File: src/rtl/swds_pkg.sv
// Package with register map, field layouts and types for the ingress block.
// Function
// VLAN busy bit 0 is set while a VLAN table command runs, self-clears.
// Every host write to the table command register launches one access; writes made while the table is busy are dropped.
// Command bit 7 selects direction: one reads, zero writes the table.
// Command bits 5:0 select which of the 64 table entries is accessed.
// Host reads: command, poll busy until clear, then fetch read data.
// Host writes: load write data, issue command, wait for busy clear.
// Table busy bit 0 is set while a table access runs, self-clears.
// Table contents are not reset; host should write all entries first.
// A table write stores write-data bits 2:0 as the entry's priority.
// A table read places the entry's priority in read-data bits 2:0.
// Config bit 13 allows echo of monitored packets to their source port.
// Config bits 12:10 are the port bitmap receiving monitored IGMP packets.
// Config bit 7 enables IPv4 IGMP detection and forwarding to the bitmap.
// Config bit 9 lets the IP TOS or SC field choose the priority queue.
// Config bit 6 makes clear-on-read counters load 7FFF_FFCh when read.
// Config bit 5 with a static DA entry takes priority from that entry.
// Config bit 4 drops unknown multicast destinations, broadcasts exempt.
// Config bit 3 drops unicast packets whose destination is unknown.
// Config bit 2, reset one, picks TOS precedence over the table.
// Config bit 0 enables VLAN ingress rules and VLAN tag priority.
// Config bit 1 with VLANs enabled puts tag priority above IP priority.
// Table priority is looked up with the six-bit ToS/CS value.
package swds_pkg;

    // ********************************************************
    // Register numbers
    // ********************************************************
    localparam logic [15:0] VLAN_COMMAND_BUSY_ADDR = 16'h1810;
    localparam logic [15:0] PRIORITY_TABLE_COMMAND_ADDR = 16'h1811;
    localparam logic [15:0] PRIORITY_TABLE_WRITE_DATA_ADDR = 16'h1812;
    localparam logic [15:0] PRIORITY_TABLE_READ_DATA_ADDR = 16'h1813;
    localparam logic [15:0] PRIORITY_TABLE_BUSY_ADDR = 16'h1814;
    localparam logic [15:0] GLOBAL_INGRESS_CONFIG_ADDR = 16'h1840;

    // ********************************************************
    // Field positions
    // ********************************************************
    localparam int BUSY_BIT = 0;
    localparam int CMD_DIR_BIT = 7;
    localparam int CMD_INDEX_MSB = 5;
    localparam int PRI_MSB = 2;
    localparam int CFG_ECHO_BIT = 13;
    localparam int CFG_IGMP_MAP_MSB = 12;
    localparam int CFG_IGMP_MAP_LSB = 10;
    localparam int CFG_USE_IP_BIT = 9;
    localparam int CFG_IGMP_EN_BIT = 7;
    localparam int CFG_CNT_TEST_BIT = 6;
    localparam int CFG_DA_PRI_BIT = 5;
    localparam int CFG_FILT_MC_BIT = 4;
    localparam int CFG_DROP_UNK_BIT = 3;
    localparam int CFG_USE_PREC_BIT = 2;
    localparam int CFG_VLAN_PRI_BIT = 1;
    localparam int CFG_VLAN_EN_BIT = 0;

    // ********************************************************
    // Reset values, masks and counts
    // ********************************************************
    localparam logic [13:0] CFG_RESET = 14'h0006;
    localparam logic [7:0] CMD_RESET = 8'h00;
    localparam logic [2:0] PRI_RESET = 3'h0;
    localparam logic [31:0] CNT_TEST_VALUE = 32'h07FFFFFC;
    localparam int TABLE_DEPTH = 64;
    localparam logic [1:0] TBL_WAIT_CYCLES = 2'h2;

    // ********************************************************
    // Types
    // ********************************************************
    typedef enum logic [1:0] {
        TBL_IDLE = 2'b00,
        TBL_WAIT = 2'b01,
        TBL_ACCESS = 2'b10
    } swds_tbl_state_t;

    typedef struct packed {
        logic valid;
        logic is_ipv4;
        logic is_ipv6;
        logic is_igmp;
        logic [7:0] tos;
        logic vlan_tagged;
        logic [2:0] vlan_pri;
        logic da_found;
        logic da_static;
        logic [2:0] da_pri;
        logic da_multicast;
        logic da_broadcast;
        logic [1:0] src_port;
        logic [2:0] port_pri;
    } swds_pkt_t;

    typedef struct packed {
        logic valid;
        logic [2:0] pri;
        logic drop;
        logic [2:0] igmp_ports;
        logic to_monitor;
    } swds_verdict_t;

endpackage

File: src/rtl/swds_ingress_regs.sv
// Ingress configuration registers, priority table control and packet verdict.
`timescale 1ns/1ps

module swds_ingress_regs (
    // Clock and reset
    input wire logic CLK_SYS_I,
    input wire logic RST_B_I,
    // Register port
    input wire logic REG_WR_I,
    input wire logic REG_RD_I,
    input wire logic [15:0] REG_ADDR_I,
    input wire logic [31:0] REG_WDATA_I,
    output logic [31:0] REG_RDATA_O,
    output logic REG_RDATA_VALID_O,
    // VLAN table command engine
    input wire logic VLAN_CMD_START_I,
    input wire logic VLAN_CMD_DONE_I,
    // Packet classification
    input wire swds_pkg::swds_pkt_t PKT_INFO_I,
    output swds_pkg::swds_verdict_t PKT_VERDICT_O,
    // Configuration to the datapath
    output logic VLAN_RULES_EN_O,
    output logic ECHO_ALLOW_O,
    output logic COUNTER_TEST_O,
    output logic [31:0] COUNTER_CLEAR_VALUE_O
);

    // ********************************************************
    // Reset release
    // ********************************************************
    logic rst_sync1;
    logic rst_n;

    always_ff @(posedge CLK_SYS_I or negedge RST_B_I) begin
        if (!RST_B_I) begin
            rst_sync1 <= 1'b0;
            rst_n <= 1'b0;
        end else begin
            rst_sync1 <= 1'b1;
            rst_n <= rst_sync1;
        end
    end

    // ********************************************************
    // Address decode
    // ********************************************************
    wire sel_vlan_busy = REG_ADDR_I == swds_pkg::VLAN_COMMAND_BUSY_ADDR;
    wire sel_cmd = REG_ADDR_I == swds_pkg::PRIORITY_TABLE_COMMAND_ADDR;
    wire sel_wdat = REG_ADDR_I == swds_pkg::PRIORITY_TABLE_WRITE_DATA_ADDR;
    wire sel_rdat = REG_ADDR_I == swds_pkg::PRIORITY_TABLE_READ_DATA_ADDR;
    wire sel_tbusy = REG_ADDR_I == swds_pkg::PRIORITY_TABLE_BUSY_ADDR;
    wire sel_cfg = REG_ADDR_I == swds_pkg::GLOBAL_INGRESS_CONFIG_ADDR;

    // ********************************************************
    // Storage
    // ********************************************************
    logic vlan_busy;
    logic [7:0] cmd;
    logic [2:0] wdat;
    logic [2:0] rdat;
    logic [13:0] cfg;
    swds_pkg::swds_tbl_state_t tbl_state;
    swds_pkg::swds_tbl_state_t next_tbl_state;
    logic [1:0] wait_cnt;

    // A command that arrives while one is running is dropped; the host is
    // expected to poll busy first, so queueing was not worth the area.
    wire tbl_idle = tbl_state == swds_pkg::TBL_IDLE;
    wire cmd_launch = REG_WR_I && sel_cmd && tbl_idle;
    wire tbl_busy = !tbl_idle;
    wire cmd_is_read = cmd[swds_pkg::CMD_DIR_BIT];
    wire [5:0] cmd_index = cmd[swds_pkg::CMD_INDEX_MSB:0];
    wire do_access = tbl_state == swds_pkg::TBL_ACCESS;
    wire tbl_wr_en = do_access && !cmd_is_read;
    wire tbl_rd_en = do_access && cmd_is_read;
    wire wait_done = wait_cnt == swds_pkg::TBL_WAIT_CYCLES;

    // ********************************************************
    // VLAN busy flag
    // ********************************************************
    // Start wins over done so a back-to-back command is never lost.
    always_ff @(posedge CLK_SYS_I or negedge rst_n) begin
        if (!rst_n) begin
            vlan_busy <= 1'b0;
        end else if (VLAN_CMD_START_I) begin
            vlan_busy <= 1'b1;
        end else if (VLAN_CMD_DONE_I) begin
            vlan_busy <= 1'b0;
        end
    end

    // ********************************************************
    // Writable registers
    // ********************************************************
    always_ff @(posedge CLK_SYS_I or negedge rst_n) begin
        if (!rst_n) begin
            cmd <= swds_pkg::CMD_RESET;
        end else if (cmd_launch) begin
            cmd <= {REG_WDATA_I[7], 1'b0, REG_WDATA_I[5:0]};
        end
    end

    always_ff @(posedge CLK_SYS_I or negedge rst_n) begin
        if (!rst_n) begin
            wdat <= swds_pkg::PRI_RESET;
        end else if (REG_WR_I && sel_wdat) begin
            wdat <= REG_WDATA_I[swds_pkg::PRI_MSB:0];
        end
    end

    always_ff @(posedge CLK_SYS_I or negedge rst_n) begin
        if (!rst_n) begin
            cfg <= swds_pkg::CFG_RESET;
        end else if (REG_WR_I && sel_cfg) begin
            cfg <= REG_WDATA_I[13:0];
        end
    end

    // ********************************************************
    // Table command sequencer
    // ********************************************************
    always_comb begin
        next_tbl_state = tbl_state;
        unique case (tbl_state)
            swds_pkg::TBL_IDLE: begin
                if (cmd_launch) begin
                    next_tbl_state = swds_pkg::TBL_WAIT;
                end
            end
            swds_pkg::TBL_WAIT: begin
                if (wait_done) begin
                    next_tbl_state = swds_pkg::TBL_ACCESS;
                end
            end
            swds_pkg::TBL_ACCESS: begin
                next_tbl_state = swds_pkg::TBL_IDLE;
            end
            default: begin
                next_tbl_state = swds_pkg::TBL_IDLE;
            end
        endcase
    end

    always_ff @(posedge CLK_SYS_I or negedge rst_n) begin
        if (!rst_n) begin
            tbl_state <= swds_pkg::TBL_IDLE;
        end else begin
            tbl_state <= next_tbl_state;
        end
    end

    always_ff @(posedge CLK_SYS_I or negedge rst_n) begin
        if (!rst_n) begin
            wait_cnt <= 2'h0;
        end else if (tbl_state == swds_pkg::TBL_WAIT) begin
            wait_cnt <= wait_cnt + 2'h1;
        end else begin
            wait_cnt <= 2'h0;
        end
    end

    // ********************************************************
    // Table memory
    // ********************************************************
    logic [2:0] tbl_cmd_pri;
    logic [2:0] tbl_pkt_pri;
    wire [5:0] pkt_dscp = PKT_INFO_I.tos[7:2];

    swds_pri_table #(
        .DEPTH(swds_pkg::TABLE_DEPTH),
        .AW(6),
        .DW(3)
    ) i_swds_pri_table (
        .clk_i(CLK_SYS_I),
        .wr_en_i(tbl_wr_en),
        .wr_addr_i(cmd_index),
        .wr_data_i(wdat),
        .rd_addr_a_i(cmd_index),
        .rd_data_a_o(tbl_cmd_pri),
        .rd_addr_b_i(pkt_dscp),
        .rd_data_b_o(tbl_pkt_pri)
    );

    always_ff @(posedge CLK_SYS_I or negedge rst_n) begin
        if (!rst_n) begin
            rdat <= swds_pkg::PRI_RESET;
        end else if (tbl_rd_en) begin
            rdat <= tbl_cmd_pri;
        end
    end

    // ********************************************************
    // Register read
    // ********************************************************
    // Unmapped numbers read zero; reserved bits are forced to zero.
    wire [31:0] rd_mux =
        sel_vlan_busy ? {31'h0, vlan_busy} :
        sel_cmd ? {24'h0, cmd} :
        sel_wdat ? {29'h0, wdat} :
        sel_rdat ? {29'h0, rdat} :
        sel_tbusy ? {31'h0, tbl_busy} :
        sel_cfg ? {18'h0, cfg} : 32'h0;

    always_ff @(posedge CLK_SYS_I or negedge rst_n) begin
        if (!rst_n) begin
            REG_RDATA_O <= 32'h0;
            REG_RDATA_VALID_O <= 1'b0;
        end else begin
            REG_RDATA_O <= REG_RD_I ? rd_mux : 32'h0;
            REG_RDATA_VALID_O <= REG_RD_I;
        end
    end

    // ********************************************************
    // Configuration fields
    // ********************************************************
    wire c_echo = cfg[swds_pkg::CFG_ECHO_BIT];
    wire [2:0] c_igmp_map =
        cfg[swds_pkg::CFG_IGMP_MAP_MSB:swds_pkg::CFG_IGMP_MAP_LSB];
    wire c_use_ip = cfg[swds_pkg::CFG_USE_IP_BIT];
    wire c_igmp_en = cfg[swds_pkg::CFG_IGMP_EN_BIT];
    wire c_cnt_test = cfg[swds_pkg::CFG_CNT_TEST_BIT];
    wire c_da_pri = cfg[swds_pkg::CFG_DA_PRI_BIT];
    wire c_filt_mc = cfg[swds_pkg::CFG_FILT_MC_BIT];
    wire c_drop_unk = cfg[swds_pkg::CFG_DROP_UNK_BIT];
    wire c_use_prec = cfg[swds_pkg::CFG_USE_PREC_BIT];
    wire c_vlan_pri = cfg[swds_pkg::CFG_VLAN_PRI_BIT];
    wire c_vlan_en = cfg[swds_pkg::CFG_VLAN_EN_BIT];

    assign VLAN_RULES_EN_O = c_vlan_en;
    assign ECHO_ALLOW_O = c_echo;
    assign COUNTER_TEST_O = c_cnt_test;
    assign COUNTER_CLEAR_VALUE_O =
        c_cnt_test ? swds_pkg::CNT_TEST_VALUE : 32'h0;

    // ********************************************************
    // Packet verdict
    // ********************************************************
    wire is_ip = PKT_INFO_I.is_ipv4 || PKT_INFO_I.is_ipv6;
    wire ip_ok = c_use_ip && is_ip;
    wire vlan_ok = c_vlan_en && PKT_INFO_I.vlan_tagged;
    wire da_ok = c_da_pri && PKT_INFO_I.da_found && PKT_INFO_I.da_static;
    wire [2:0] ip_pri = c_use_prec ? PKT_INFO_I.tos[7:5] : tbl_pkt_pri;
    wire [2:0] pri_sel =
        da_ok ? PKT_INFO_I.da_pri :
        (vlan_ok && (c_vlan_pri || !ip_ok)) ? PKT_INFO_I.vlan_pri :
        ip_ok ? ip_pri :
        PKT_INFO_I.port_pri;
    wire unk_uc = c_drop_unk && !PKT_INFO_I.da_multicast &&
        !PKT_INFO_I.da_found;
    wire unk_mc = c_filt_mc && PKT_INFO_I.da_multicast &&
        !PKT_INFO_I.da_broadcast && !PKT_INFO_I.da_found;
    wire igmp_hit = c_igmp_en && PKT_INFO_I.is_ipv4 &&
        PKT_INFO_I.is_igmp;
    wire [2:0] src_mask = 3'h1 << PKT_INFO_I.src_port;
    wire [2:0] igmp_dest =
        c_echo ? c_igmp_map : (c_igmp_map & ~src_mask);

    always_ff @(posedge CLK_SYS_I or negedge rst_n) begin
        if (!rst_n) begin
            PKT_VERDICT_O <= '0;
        end else begin
            PKT_VERDICT_O.valid <= PKT_INFO_I.valid;
            PKT_VERDICT_O.pri <= pri_sel;
            PKT_VERDICT_O.drop <= PKT_INFO_I.valid && (unk_uc || unk_mc);
            PKT_VERDICT_O.to_monitor <= PKT_INFO_I.valid && igmp_hit;
            PKT_VERDICT_O.igmp_ports <= igmp_hit ? igmp_dest : 3'h0;
        end
    end

endmodule // swds_ingress_regs

File: src/rtl/swds_pri_table.sv
// Priority table memory with one write port and two read ports.
`timescale 1ns/1ps

module swds_pri_table #(
    parameter int DEPTH = 64,
    parameter int AW = 6,
    parameter int DW = 3
) (
    // Clock
    input wire logic clk_i,
    // Write port
    input wire logic wr_en_i,
    input wire logic [AW-1:0] wr_addr_i,
    input wire logic [DW-1:0] wr_data_i,
    // Read ports
    input wire logic [AW-1:0] rd_addr_a_i,
    output logic [DW-1:0] rd_data_a_o,
    input wire logic [AW-1:0] rd_addr_b_i,
    output logic [DW-1:0] rd_data_b_o
);

    // No reset on the array: contents are undefined until software fills it.
    logic [DW-1:0] mem [DEPTH];

    always_ff @(posedge clk_i) begin
        if (wr_en_i) begin
            mem[wr_addr_i] <= wr_data_i;
        end
    end

    assign rd_data_a_o = mem[rd_addr_a_i];
    assign rd_data_b_o = mem[rd_addr_b_i];

endmodule // swds_pri_table

File: config.mk
export PLATFORM = sky130hd
export DESIGN_NAME = swds_ingress_regs
export DESIGN_NICKNAME = d
export VERILOG_FILES = /design/src/rtl/swds_pkg.sv /design/src/rtl/swds_ingress_regs.sv /design/src/rtl/swds_pri_table.sv
export SDC_FILE = /design/constraint.sdc
export NUM_CORES = 1
export LEC_CHECK = 0
export BUFFER_PORTS_ARGS = -buffer_cell sky130_fd_sc_hd__buf_2
export CORE_MARGIN = 2
export CORE_UTILIZATION = 55
export CTS_CLUSTER_SIZE = 24
export DETAILED_ROUTE_END_ITERATION = 6
export PLACE_DENSITY_LB_ADDON = 0.12
export SETUP_SLACK_MARGIN = 0.05
export SYNTH_ARGS = -nofsm -noshare
export SYNTH_HDL_FRONTEND = slang
export SYNTH_SLANG_ARGS = --single-unit
export TNS_END_PERCENT = 10
File: constraint.sdc
create_clock -name CLK_SYS_I -period 5.3 [get_ports CLK_SYS_I]
set_clock_uncertainty 0.2 [all_clocks]
set_input_delay 0.265 -clock CLK_SYS_I [delete_from_list [all_inputs] [get_ports CLK_SYS_I]]
set_output_delay 0.265 -clock CLK_SYS_I [all_outputs]
set_load 0.01 [all_outputs]
==> reports/summary.txt <==
Max-Cap Viols = 0
post-synthesis sequential area ratio = 58.6%
setup TNS = 0 ps
vias = 8378
DRC viols = 0
placer congestion estimate = 0.972
fillers = 1606
count of final setup violators = 0
Period Utilization, post-route = 64.8%
buffers added on ports = 113
slowest CP cell = a2111oi_0
area grow syn2layout = 14.3%
Commonest cells post-synth = edfxtp_1 (192), nor2_1 (93), mux4_2 (61), buf_4 (56), dfrtp_1 (56)
Vias/cell = 6.52
DRT Pass-1 Iters = 6
#FFs+latches synth = 250
Synth Cell Area = 12300 µm²
Leak = 0.00474 µW
Die Ht = 154 µm
number of I/O pins = 159
Setup WS pre-CTS = 2130 ps
Clock Tree Root = clkbuf_16
# rows = 54
type of the worst setup path = reg2reg
CP Max Fanout = 2
CP Capture Type = flop
Worst setup SP type = flop
Yosys cell types = 73
CP cell instances = mux4_2 > mux2_2 > and3_1 > a2111oi_0 > o31ai_1 > dlygate4sd3_1
routed len/inst = 26.1 µm
Max Slew Vio Count = 0
total track usage = 28.2%
syn_area_per_cell = 14.3 µm²
final worst slack = 1860 ps
max incr delay on CP = 950 ps
EDFF count, synth = 192
pwr dens = 289 nW/µm²
YS warnings = 0
crit path DAT = 3660 ps
full die area = 23600 µm²
Num CTS Buffers = 27
reg2reg setup slack = 1860 ps
RSZ-0062 raised after global routing = no
outcome = finished clean
Async S/R FF share, synth = 23.2%
Synth area leader = edfxtp_1
Clock Latency Late Sink = 540 ps
largest net degree at the start of global routing = 67
share of cells above drive strength 1 = 28.7%
number of antenna diodes = 0
GRT overflow = 0
Tmin final = 3440 ps
H-tree Lvls = 1
area share of the largest cell type after synthesis = 46.8%
clk slew on worst S/H paths = 60 ps
top-count cell post-synth = edfxtp_1
DR iter-0 viols = 1013
Tightest Pin Transition = 1210 ps
Syn Inst Count = 862
Core Region = 21900 µm²
HPWL after DPL = 22400 µm
Die X-Extent = 154 µm
Max Clk Rate = 291 MHz
post-route ant nets = 0
via count of the first global-routing pass = 8278
max_slew headroom = 17.3%
drt total wl = 33500 µm
Worst Hold Class = in2reg
Nets = 1066
Critical Path RT = 5520 ps
TritonCTS clock tree = done
dominant cells by area after synthesis = edfxtp_1 (47%), dfrtp_1 (11%), mux4_2 (11%)
initial cell density of the core = 56.3%
Most used DFF post-synth = edfxtp_1
first-pass GRT wire length = 50800 µm
Final Util = 64.3%
CTS max path bufs = 3
clock tree sinks = 250
initial antenna violation count = 0
Peak VDD IR = 0.000303 V
Hold Violations, Final = 0
[registers in the layout (all words and copies together), names as in the netlist]
signal                flops
PKT_VERDICT_O             9
i_swds_pri_table.mem    192
rdat                      3
rst_sync1                 1
cfg                      14
cmd                       7
wdat                      3
REG_RDATA_VALID_O         1
tbl_state                 2
vlan_busy                 1
wait_cnt                  2
rst_n                     1
REG_RDATA_O              14
[per-stage QoR]
step	std cells	area [µm²]	hold slack, ps	power [µW]
floorplan	886	12400	-231	2220
global placement	1193	12800	-148	2250
detailed placement	1193	12800	-147	2260
CTS	1284	14100	101	4090
global route	1284	14100	137	4170
finish	1284	14100	121	4080
[report_power, final]
group          total [µW]  internal (µW)  switching [µW]
logic                 148           63.4            84.4
registers            2090           2090            1.30
clock network        1840           1070             764
total                4080           3230             850
[path summary, 6_finish.rpt]
kind	depth (start not counted)	from	endpoint
max	6	i_swds_pri_table.mem[51][1]	PKT_VERDICT_O[6]
min reg2reg	0	rst_sync1	rst_n
max in group asynchronous	1	rst_n	cmd[1]
min in group asynchronous	1	rst_n	cfg[6]
max reg2reg	6	i_swds_pri_table.mem[51][1]	PKT_VERDICT_O[6]
min	6	REG_ADDR_I[6]	REG_RDATA_O[1]
[cell type report]
class | count | area, µm² | share of cell area, %
Multi-Input combinational cell | 517 | 4480 | 31.8
Timing Repair Buffer | 168 | 1080 | 7.70
Clock buffer | 38 | 778 | 5.53
Inverter | 19 | 71.3 | 0.507
Sequential cell | 250 | 7220 | 51.3
Clock inverter | 12 | 91.3 | 0.649
Tap cell | 280 | 350 | 2.49
[metal layers]
layer	wire (µm)	part of all wire, %	global-route usage [%]	up-vias
met5	0	0	0	-
met4	1370	4.1	9.87	0
met3	3550	11	6.60	99
met2	15800	47	45.2	554
met1	12800	38	38.3	4171
li1	-	-	-	3554
[layout by cell type, fill, tap and decap left out, types with 7 or more instances in the layout]
cell type / count
mux2i_1: 27
inv_1: 16
nor2b_1: 13
nand3_1: 8
a22oi_1: 22
a21oi_1: 13
clkinv_2: 9
conb_1: 26
o21ai_0: 12
buf_2: 112
mux2_2: 43
dfrtp_1: 53
dlygate4sd3_1: 41
and3_1: 11
o22ai_1: 12
mux2_1: 15
buf_4: 15
mux4_2: 61
nand2_1: 23
and2_1: 7
a221oi_1: 16
edfxtp_1: 192
nand2b_1: 11
clkbuf_16: 28
nor2_1: 93
[worst max-delay path, delay by kind of cell (launching register included)]
family                 cells  cell delay (ps)
buffers and inverters      1              600
AO/OA/AOI/OAI              2             1130
multiplexers               2              770
AND/OR/NAND/NOR            1              190
flip-flops                 1              430
[timing repair]
item	4_1_cts	5_1_grt
hold buffers	41	0
hold endpoints to repair	51	0
gates resized for setup	0	0
buffers inserted	0	0
[kinds of logic after synthesis]
group,count (synthesis),synth area share [%]
other cells,2,0.0610
fa+ha+maj,1,0.102
mux,146,18.7
flops,250,58.6
compound gates,145,8.77
buf+inv,119,5.72
simple gates,199,8.07
No activity file was read; power rests on OpenSTA's default activity.
